===== src/rtl/burst_sram_consts.vh =====
// Constants for the pipelined burst SRAM access block
`ifndef BURST_SRAM_CONSTS_VH
`define BURST_SRAM_CONSTS_VH
`define ADDR_W 6
`define DATA_W 32
`define LANES 4
`define LANE_W 8
`define WORDS 64
`define BURST_W 2
`define BURST_ONE 2'h1
`define SLEEP_CYC 2'h2
`define SLEEP_CNT_W 2
`define CNT_ZERO 2'h0
`define ST_IDLE 2'h0
`define ST_READ 2'h1
`define ST_WRITE 2'h2
`define ST_WRITE2 2'h3
`endif


===== src/rtl/burst_counter.v =====
// Two-bit wraparound burst counter, interleaved or linear order
`timescale 1ns/100ps
`include "burst_sram_consts.vh"
module burst_counter (
  input wire clk_in,
  input wire rstn_in,
  input wire load_in,
  input wire advance_in,
  input wire linear_in,
  input wire [`BURST_W-1:0] start_in,
  output wire [`BURST_W-1:0] addr_out
);
  reg [`BURST_W-1:0] start_q;
  reg [`BURST_W-1:0] count_q;

  function [`BURST_W-1:0] burst_seq;
    input [`BURST_W-1:0] start;
    input [`BURST_W-1:0] count;
    input linear;
    begin
      // Interleaved is start XOR count; linear is start plus count mod four
      if (linear)
        burst_seq = start + count;
      else
        burst_seq = start ^ count;
    end
  endfunction

  // Looks one step ahead while advancing, so a continued burst uses the next address
  assign addr_out = advance_in ? burst_seq(start_q, count_q + `BURST_ONE, linear_in) :
    burst_seq(start_q, count_q, linear_in);

  always @(posedge clk_in or negedge rstn_in)
  begin
    if (!rstn_in)
    begin
      start_q <= `CNT_ZERO;
      count_q <= `CNT_ZERO;
    end
    else if (load_in)
    begin
      start_q <= start_in;
      count_q <= `CNT_ZERO;
    end
    else if (advance_in)
    begin
      count_q <= count_q + `BURST_ONE;
    end
  end
endmodule // burst_counter


===== src/rtl/burst_sram.v =====
// Access control and storage of a pipelined burst SRAM
// Operation
// - Controller strobe write start condition
// - Controller strobe write completes same cycle
// - Controller write loads address, ignores advance
// - Global write stores whole word
// - Byte write updates selected lanes only
// - Write detected disables output drivers
// - Two-bit counter from low address, order strap
// - Advance low steps the burst counter
// - Strap high gives interleaved XOR order
// - Strap low gives linear increment order
// - Bursts for reads and writes alike
// - Sleep keeps data, three-states outputs
// - Three cycles to enter, three to leave
// - Pending access dropped on sleep entry
// - Deselect cycle three-states the outputs
// - Processor strobe always starts a read
// - Writes only after processor start or controller
// - Write indication from global or byte gates
// - Output enable combinational, masked in writes
// - Read data one cycle through output register
// - Processor strobe ignored when first select high
// - Processor-started write takes two clocks
`timescale 1ns/100ps
`include "burst_sram_consts.vh"
module burst_sram (
  input wire clk_in,
  input wire rstn_in,
  input wire [`ADDR_W-1:0] addr_in,
  input wire controller_addr_strobe_n_in,
  input wire processor_addr_strobe_n_in,
  input wire burst_advance_n_in,
  input wire pipeline_chip_select_n_in,
  input wire depth_chip_select_high_in,
  input wire depth_chip_select_low_n_in,
  input wire global_write_n_in,
  input wire byte_write_gate_n_in,
  input wire [`LANES-1:0] byte_lane_select_n_in,
  input wire output_enable_n_in,
  input wire sleep_request_in,
  input wire burst_order_in,
  input wire [`DATA_W-1:0] data_in,
  output wire [`DATA_W-1:0] data_out,
  output wire data_oe_n_out,
  output wire asleep_out
);
  reg [`DATA_W-1:0] mem_q [0:`WORDS-1];
  reg [`ADDR_W-`BURST_W-1:0] high_addr_q;
  reg [1:0] state_q;
  reg [1:0] state_d;
  reg [`DATA_W-1:0] dout_q;
  reg drive_q;
  reg zz_meta_q;
  reg zz_sync_q;
  reg asleep_q;
  reg [`ADDR_W-1:0] rd_addr_q;
  reg order_q;
  reg strap_taken_q;
  wire [`BURST_W-1:0] burst_addr;
  wire [`ADDR_W-1:0] cur_addr;
  wire write_ind;
  wire all_sel;
  wire proc_start;
  wire ctrl_start;
  wire deselect;
  wire ctrl_write;
  wire cont_write;
  wire do_write;
  wire burst_advance_n;
  wire load;
  wire write_now;
  integer i;

  function [`DATA_W-1:0] lane_merge;
    input [`DATA_W-1:0] old_word;
    input [`DATA_W-1:0] new_word;
    input [`LANES-1:0] lane_n;
    input glob_n;
    integer k;
    begin
      lane_merge = old_word;
      for (k = 0; k < `LANES; k = k + 1)
        if (!glob_n || !lane_n[k])
          lane_merge[k*`LANE_W +: `LANE_W] = new_word[k*`LANE_W +: `LANE_W];
    end
  endfunction

  assign write_ind = !global_write_n_in ||
    (!byte_write_gate_n_in && (byte_lane_select_n_in != {`LANES{1'b1}}));
  assign all_sel = !pipeline_chip_select_n_in && depth_chip_select_high_in &&
    !depth_chip_select_low_n_in;
  // Processor strobe counts only with the first select low
  assign proc_start = !processor_addr_strobe_n_in && !pipeline_chip_select_n_in;
  assign ctrl_start = !controller_addr_strobe_n_in;
  assign deselect = (pipeline_chip_select_n_in && ctrl_start) ||
    (!all_sel && (proc_start || ctrl_start));
  assign ctrl_write = ctrl_start && processor_addr_strobe_n_in && all_sel &&
    write_ind;
  // Continue/suspend cycle of an open burst, no strobe starts anything
  assign cont_write = !proc_start && !ctrl_start && (state_q != `ST_IDLE) &&
    write_ind;
  assign do_write = !asleep_q && (ctrl_write || cont_write);
  assign load = !asleep_q && !deselect && (proc_start || ctrl_start) && all_sel;
  // Advance disregarded on any load cycle, including controller writes
  assign burst_advance_n = !asleep_q && !load && !burst_advance_n_in && (state_q != `ST_IDLE);
  // Address of this cycle: next step when advancing, current when suspended
  assign cur_addr = {high_addr_q, burst_addr};
  assign write_now = (state_q == `ST_WRITE) || (state_q == `ST_WRITE2);

  burst_counter u_counter (
    .clk_in(clk_in),
    .rstn_in(rstn_in),
    .load_in(load),
    .advance_in(burst_advance_n),
    .linear_in(!order_q),
    .start_in(addr_in[`BURST_W-1:0]),
    .addr_out(burst_addr)
  );

  // Output enable is combinational; masked in writes, sleep and deselect
  assign data_oe_n_out = !(drive_q && !output_enable_n_in && !write_now &&
    !asleep_q);
  assign data_out = dout_q;
  assign asleep_out = asleep_q;

  always @*
  begin
    state_d = state_q;
    if (asleep_q)
      state_d = `ST_IDLE;
    else if (deselect)
      state_d = `ST_IDLE;
    else if (proc_start && all_sel)
      state_d = `ST_READ;
    else if (ctrl_start && all_sel)
      state_d = write_ind ? `ST_WRITE : `ST_READ;
    else
    begin
      case (state_q)
        `ST_IDLE: state_d = `ST_IDLE;
        `ST_READ: state_d = write_ind ? `ST_WRITE2 : `ST_READ;
        `ST_WRITE: state_d = write_ind ? `ST_WRITE : `ST_READ;
        `ST_WRITE2: state_d = write_ind ? `ST_WRITE2 : `ST_READ;
        default: state_d = `ST_IDLE;
      endcase
    end
  end

  always @(posedge clk_in or negedge rstn_in)
  begin
    if (!rstn_in)
    begin
      state_q <= `ST_IDLE;
      high_addr_q <= {(`ADDR_W-`BURST_W){1'b0}};
      dout_q <= {`DATA_W{1'b0}};
      drive_q <= 1'b0;
      zz_meta_q <= 1'b0;
      zz_sync_q <= 1'b0;
      asleep_q <= 1'b0;
      rd_addr_q <= {`ADDR_W{1'b0}};
      order_q <= 1'b1;
      strap_taken_q <= 1'b0;
    end
    else
    begin
      // Strap is static, so catch it once after reset release
      if (!strap_taken_q)
      begin
        order_q <= burst_order_in;
        strap_taken_q <= 1'b1;
      end
      zz_meta_q <= sleep_request_in;
      zz_sync_q <= zz_meta_q;
      // The two synchroniser stages plus this register give the three-cycle entry and exit
      asleep_q <= zz_sync_q;
      state_q <= state_d;
      if (load)
        high_addr_q <= addr_in[`ADDR_W-1:`BURST_W];
      // Address taken at this rise is read out through the output register at the next
      rd_addr_q <= load ? addr_in : cur_addr;
      dout_q <= mem_q[rd_addr_q];
      // Drive starts only once a read word has reached the output register
      drive_q <= !asleep_q && !deselect && (state_q == `ST_READ);
    end
  end

  // Storage has no reset so contents survive sleep untouched
  always @(posedge clk_in)
  begin
    if (do_write)
    begin
      if (ctrl_write)
        mem_q[addr_in] <= lane_merge(mem_q[addr_in], data_in, byte_lane_select_n_in,
          global_write_n_in);
      else
        mem_q[cur_addr] <= lane_merge(mem_q[cur_addr], data_in, byte_lane_select_n_in,
          global_write_n_in);
    end
  end

  initial
  begin
    for (i = 0; i < `WORDS; i = i + 1)
      mem_q[i] = {`DATA_W{1'b0}};
  end
endmodule // burst_sram


===== config.mk =====
export PLATFORM = sky130hd
export DESIGN_NAME = burst_sram
export DESIGN_NICKNAME = d
export VERILOG_FILES = /design/src/rtl/burst_counter.v /design/src/rtl/burst_sram.v
export VERILOG_INCLUDE_DIRS = /design/src /design/src/rtl
export SDC_FILE = /design/constraint.sdc
export NUM_CORES = 2
export LEC_CHECK = 0
export BUFFER_PORTS_ARGS = -buffer_cell sky130_fd_sc_hd__buf_2
export CORE_MARGIN = 4
export CORE_UTILIZATION = 35
export DETAILED_ROUTE_END_ITERATION = 8
export GPL_TIMING_DRIVEN = 0
export PLACE_DENSITY_LB_ADDON = 0.12
export SYNTH_ARGS = -nofsm -noshare
export SYNTH_HDL_FRONTEND = slang
export SYNTH_SLANG_ARGS = --single-unit

===== constraint.sdc =====
create_clock -name clk_in -period 3.3 [get_ports clk_in]
set_input_delay 0.33 -clock clk_in [delete_from_list [all_inputs] [get_ports clk_in]]
set_output_delay 0.33 -clock clk_in [all_outputs]
set_load 0.02 [all_outputs]

After elaboration in Yosys (flattened, before gate mapping)
Memories as Yosys holds them, arrays and structs flattened. A register that Yosys moved wholly into a read port is not among the register bits.
Cells that the tools add are included.
- $mul: 0
- order comparisons: 0
- shifts and indexed selects: 0
- equality and inequality tests: 12
- divide/modulo/power cells: 0
- bitwise logic cells: 2
- add/subtract/negate cells: 3
- mux-type cells: 46
- reductions and logical operators: 67
- operators with widths (operator ; number):
    $mux W8 ; 24
    $mux W32 ; 1
    $reduce_or A32 Y1 ; 1
    $logic_and A1 B1 Y1 ; 25
    $ne A3 B3 Y1 const B ; 8
    $mux W2 ; 11
    $logic_not A1 Y1 ; 20
    $reduce_and A2 Y1 ; 8
    $mux W6 ; 2
    $logic_or A1 B1 Y1 ; 9
    $mux W1 ; 6
    $pmux W2 S3 ; 1
    $add A2 B2 Y2 ; 2
    $eq A2 B2 Y1 const B ; 2
    $mux W4 ; 1
    $ne A4 B4 Y1 const B ; 1
    $reduce_bool A2 Y1 ; 2
    $xor A2 B2 Y2 ; 2
    $add A2 B1 Y2 const B ; 1
    $eq A2 B1 Y1 const B ; 1
    $logic_not A2 Y1 ; 1
    $reduce_or A2 Y1 ; 1
- bits in read-only memories: 0
- word-level logic and storage cells: 142
- memories kept: 1
- input port bits: 55
- register bits after elaboration: 22
- bits in latches: 0
- output and inout bits: 34
- memory bits (writable): 2048
- memories (name ; words ; width ; rd ports ; clocked after memory_dff ; write ports ; RTL line ; source):
    mem_q ; 64 ; 32 ; 1 ; 1 ; 1 ; burst_sram.v:48 ; reg [`DATA_W-1:0] mem_q [0:`WORDS-1];

Depth between registers and ports, before layout
- depth in word-level cells: 16
- mapped depth: 10
- depth with buffers taken out: 8

Hierarchy
Synthesis repeated with hierarchy kept, for this count alone.
- cell total of the unflattened synthesis: 3827
- area, all modules: 80918.9 um^2
- by module, submodules not included (module ; times used ; cells each ; seq. area each (um^2) ; area each (um^2)):
    burst_sram ; 1 ; 3806 ; 62751.4 ; 80673.6
    burst_counter ; 1 ; 21 ; 100.1 ; 245.2

Worst setup path after synthesis
Ideal clock, no wire load.
- kind: register to register
- from: register asleep_q, in the netlist asleep_out
- to: memory mem_q[58][16] (netlist name), enable pin
- required time: 2.930 ns
- data arrival time: 2.564 ns
- period minus slack after synthesis: 2.935 ns
- setup time: 0.370 ns
- buffers on the path: 2
- path slack: 0.365 ns
- cell stages (with the launch flop): 8
- cells stage by stage: dfrtp_1 > clkbuf_1 > a2111oi_4 > mux2i_2 > xnor2_4 > o41a_4 > buf_4 > nor2_1
- cells in the longest elaborated chain, start to end: 10
- elaborated cells between the ends (all ways): 27
- those cells by class: eq/ne (5); mux (7); reduce/logical (15)
- RTL lines (what ; RTL line ; source):
    start, declared ; burst_sram.v:56 ; reg asleep_q;
    start signal, assigned ; burst_sram.v:176 ; asleep_q <= zz_sync_q;
    $logic_not A1 Y1 (*) ; burst_sram.v:103, burst_sram.v:104, burst_sram.v:106 ;
    parallel branches: the longest is 9 deep, another holds $reduce_or A32 Y1 ; n/a ;
    end, declared ; burst_sram.v:48 ;
Every way passes the cells marked *.

Worst setup path in the final report
- from: register asleep_q, in the netlist asleep_out
- to: memory mem_q[11][13] (netlist name), enable pin
The elaborated chain is that of the path after synthesis.

==> results.toml <==
[route]
first_pass_iters = 5
viasPerCell = 5.72
ant_nets = 0
routedWlPerCell_um = 38.3
drc_errors = 0
drtIter0Drc = 5461
wirelength_um = 281000
via_count = 42000

[finish]
drive_gt1_share_pct = 35.5
final_util_pct = 42.2
layout_commonest_cell = "edfxtp_1"
fillers = 19800
fin_nets = 4187
area_growth_pct = 19.6
final_cell_mix = "2048 x edfxtp_1, 504 x mux4_2, 223 x clkbuf_16"

[die]
floorplan.die_area_um2 = 238000
num_io_pins = 89
coreArea_um2 = 228000
placementRows = 175
die_w_um = 487
initial_utilization_pct = 35.3
die_h_um = 487

[yosys]
synth_seq_cells = 2102
synth.distinct_cells = 58
netlist_area_um2 = 80500
yosys_warnings = 0
synthArstFlopShare_pct = 2.57
synth_nets = 3785
seq_area_frac_synth_pct = 78.1
avgSynthCellArea_um2 = 21.6
ys.flop_type = "edfxtp_1"
synth_edf_count = 2048
synthCells = 3728

[power_and_ir_drop]
sw_frac_of_total_pct = 31.8
p_sw_w = 0.0237
power_leakage_nw = 29.4
seqPwrFrac_pct = 39.8
p_clk_share_pct = 33.4
internal_power_w = 0.0508
ir_drop_uv = 833
comb_power_share_pct = 26.8
p_per_area_nw_per_um2 = 775

[worst_setup_path]
cp.arrival_ps = 3920
path_cells = "clkbuf_1 > a2111oi_4 > mux2i_2 > xnor2_4 > o41a_4 > buf_4 > nor2_2"
critical-path-slowest-cell = "o41a_4"
worstSetupPathType = "register to register"
max_stage_delay_ps = 590
cp-end-kind = "register"
worstPathRequired_ps = 3810
worstSetupStartpointType = "register"
crit_fanout = 10
reg2reg_depth = 7

[timing]
finalCriticalPeriod_ps = 3410
finalCritPeriodShare_pct = 103
relSlewSlack_pct = 6.63
worst_slack_ps = -112
fmax_mhz = 293
hold_viol_final = 0
worst_slew_pin_slew_ps = 1400
setup_viol = 123
fin_tns_setup_ps = -5930
finClkSkew_ps = 32.4
grt_setup_unrepaired = "yes"
drv_slew = 0

[clocking]
cts_sinks = 2102
cts_root_buffer = "clkbuf_16"
worstSkewPairLatency_ps = 890
cts.htree.levels = 4
cts_tree = "done"
cts_buffers = 220
clk_pin_slew_ps = 60
clock_path_buffers = 3

[status]
status = "finished, violations left"
violations = "negative setup slack"

[min_path]
hold_class = "input pin to register"
worst_hold_path.num_cells = 1

[flow_run]
cap_violations = 0

[grt]
grt_max_degree = 65
grt-ovfl-total = 0
antenna_found_initial = 17
grt_pass1_vias = 41500
track_usage_pct = 23.4
grt_pass1_wl_um = 374000

[placement]
dp_hpwl_um = 184000
gp_congestion = 0.825
place_worst_setup_slack_ps = -1920
io_buffers = 84
## sequential cells by signal, indices dropped and copies added, names as in the netlist
name               cells
asleep_out             1
data_out              32
drive_q                1
high_addr_q            4
mem_q               2048
order_q                1
rd_addr_q              6
state_q                2
strap_taken_q          1
u_counter.count_q      2
u_counter.start_q      2
zz_meta_q              1
zz_sync_q              1
## critical path, delay by kind of cell, from the launching register on
family          cells  cell delay [ps]
compound gates      2              990
buf+inv             2              560
simple gates        1              540
mux                 1              380
xor+xnor            1              180
flops               1              370
## repair_timing
item / in CTS / in global routing
setup endpoints to repair: 1999 / 1195
endpoints found under the hold margin: 85 / 24
cloned: 0 / 0
hold buffers: 19 / 1
pin swaps: 5 / 45
gates resized for setup: 702 / 102
setup buffers: 5 / 43
## area by class of cell
cell class	count	area (um^2)	share of cell area, %
flip-flops and latches	2102	62900	65.3
multi-input cells	1404	19000	19.7
clock buffers	283	5900	6.13
well taps	3009	3760	3.91
repair buffers	183	1890	1.97
plain buffers	211	1560	1.62
clock inverters	133	1250	1.30
inverters	8	30.0	0.0312
diodes	7	17.5	0.0182
## power groups by stage
| stage | registers, W | logic, W | clock network, W |
|---|---|---|---|
| detailed placement | 0.0303 | 0.0190 | 0 |
| finish | 0.0297 | 0.0200 | 0.0249 |
| global placement | 0.0303 | 0.0188 | 0 |
| floorplan | 0.0304 | 0.00944 | 0 |
| global route | 0.0297 | 0.0204 | 0.0263 |
| CTS | 0.0297 | 0.0198 | 0.0253 |
## kinds of logic (layout without fill, tap and decap cells)
kind of cell             count (synthesis)  in the layout  share of synthesized area (%)
AO/OA/AOI/OAI                          318            318                           2.69
buffers and inverters                  222            818                           1.22
XOR/XNOR                                 7              7                         0.0995
multiplexers                           590            590                           15.2
AND/OR/NAND/NOR                        486            486                           2.62
flip-flops                            2102           2102                           78.1
adder cells (fa/ha/maj)                  2              2                         0.0311
other                                    1              8                        0.00466
## worst paths after layout
path / start / end / slack, ps
max in group asynchronous: rstn_in / data_out[22] / 2460
min: data_in[17] / mem_q[18][17] / 50
max reg2reg: asleep_out / mem_q[11][13] / -110
max: asleep_out / mem_q[11][13] / -110
min in group asynchronous: rstn_in / data_out[9] / 520
min reg2reg: zz_meta_q / zz_sync_q / 360
## Yosys cell counts, drive strengths merged (4+ instances only)
library cell	number	area share [%]
edfxtp	2048	76
mux4	504	14
nor2	298	1.4
buf	130	0.79
o22ai	130	1.0
clkbuf	84	0.39
mux2i	71	0.89
nand2	67	0.31
dfrtp	53	1.6
a21oi	46	0.29
nor3	37	0.23
o21ai	36	0.22
nor4	28	0.22
a211oi	26	0.24
o22a	23	0.25
o221ai	22	0.24
mux2	15	0.21
nor2b	15	0.12
nand2b	10	0.078
nand3	9	0.056
inv	8	0.037
a31oi	6	0.047
a221oi	5	0.054
o31ai	5	0.047
or2	5	0.039
xnor2	5	0.078
a2111oi	4	0.090
nand4b	4	0.044
nor3b	4	0.044
o41ai	4	0.044
## routing by layer
metal	global-route usage (%)	vias up	share of wire (%)
li1	-	16600	-
met1	33.9	23200	43
met2	35.2	1885	45
met3	4.89	376	7.8
met4	8.44	2	3.9
met5	0	-	0.0046
## stage by stage
step	hold WS [ps]	power [W]	area, um^2	cells
6_report	45.7	0.0746	96200	7340
5_1_grt	54.0	0.0765	96200	7335
4_1_cts	2.11	0.0748	94900	7288
3_5_place_dp	301	0.0493	85200	6850
3_3_place_gp	338	0.0491	84600	6821
2_1_floorplan	34.4	0.0399	80500	3728
No activity file was read; power rests on OpenSTA's default activity.
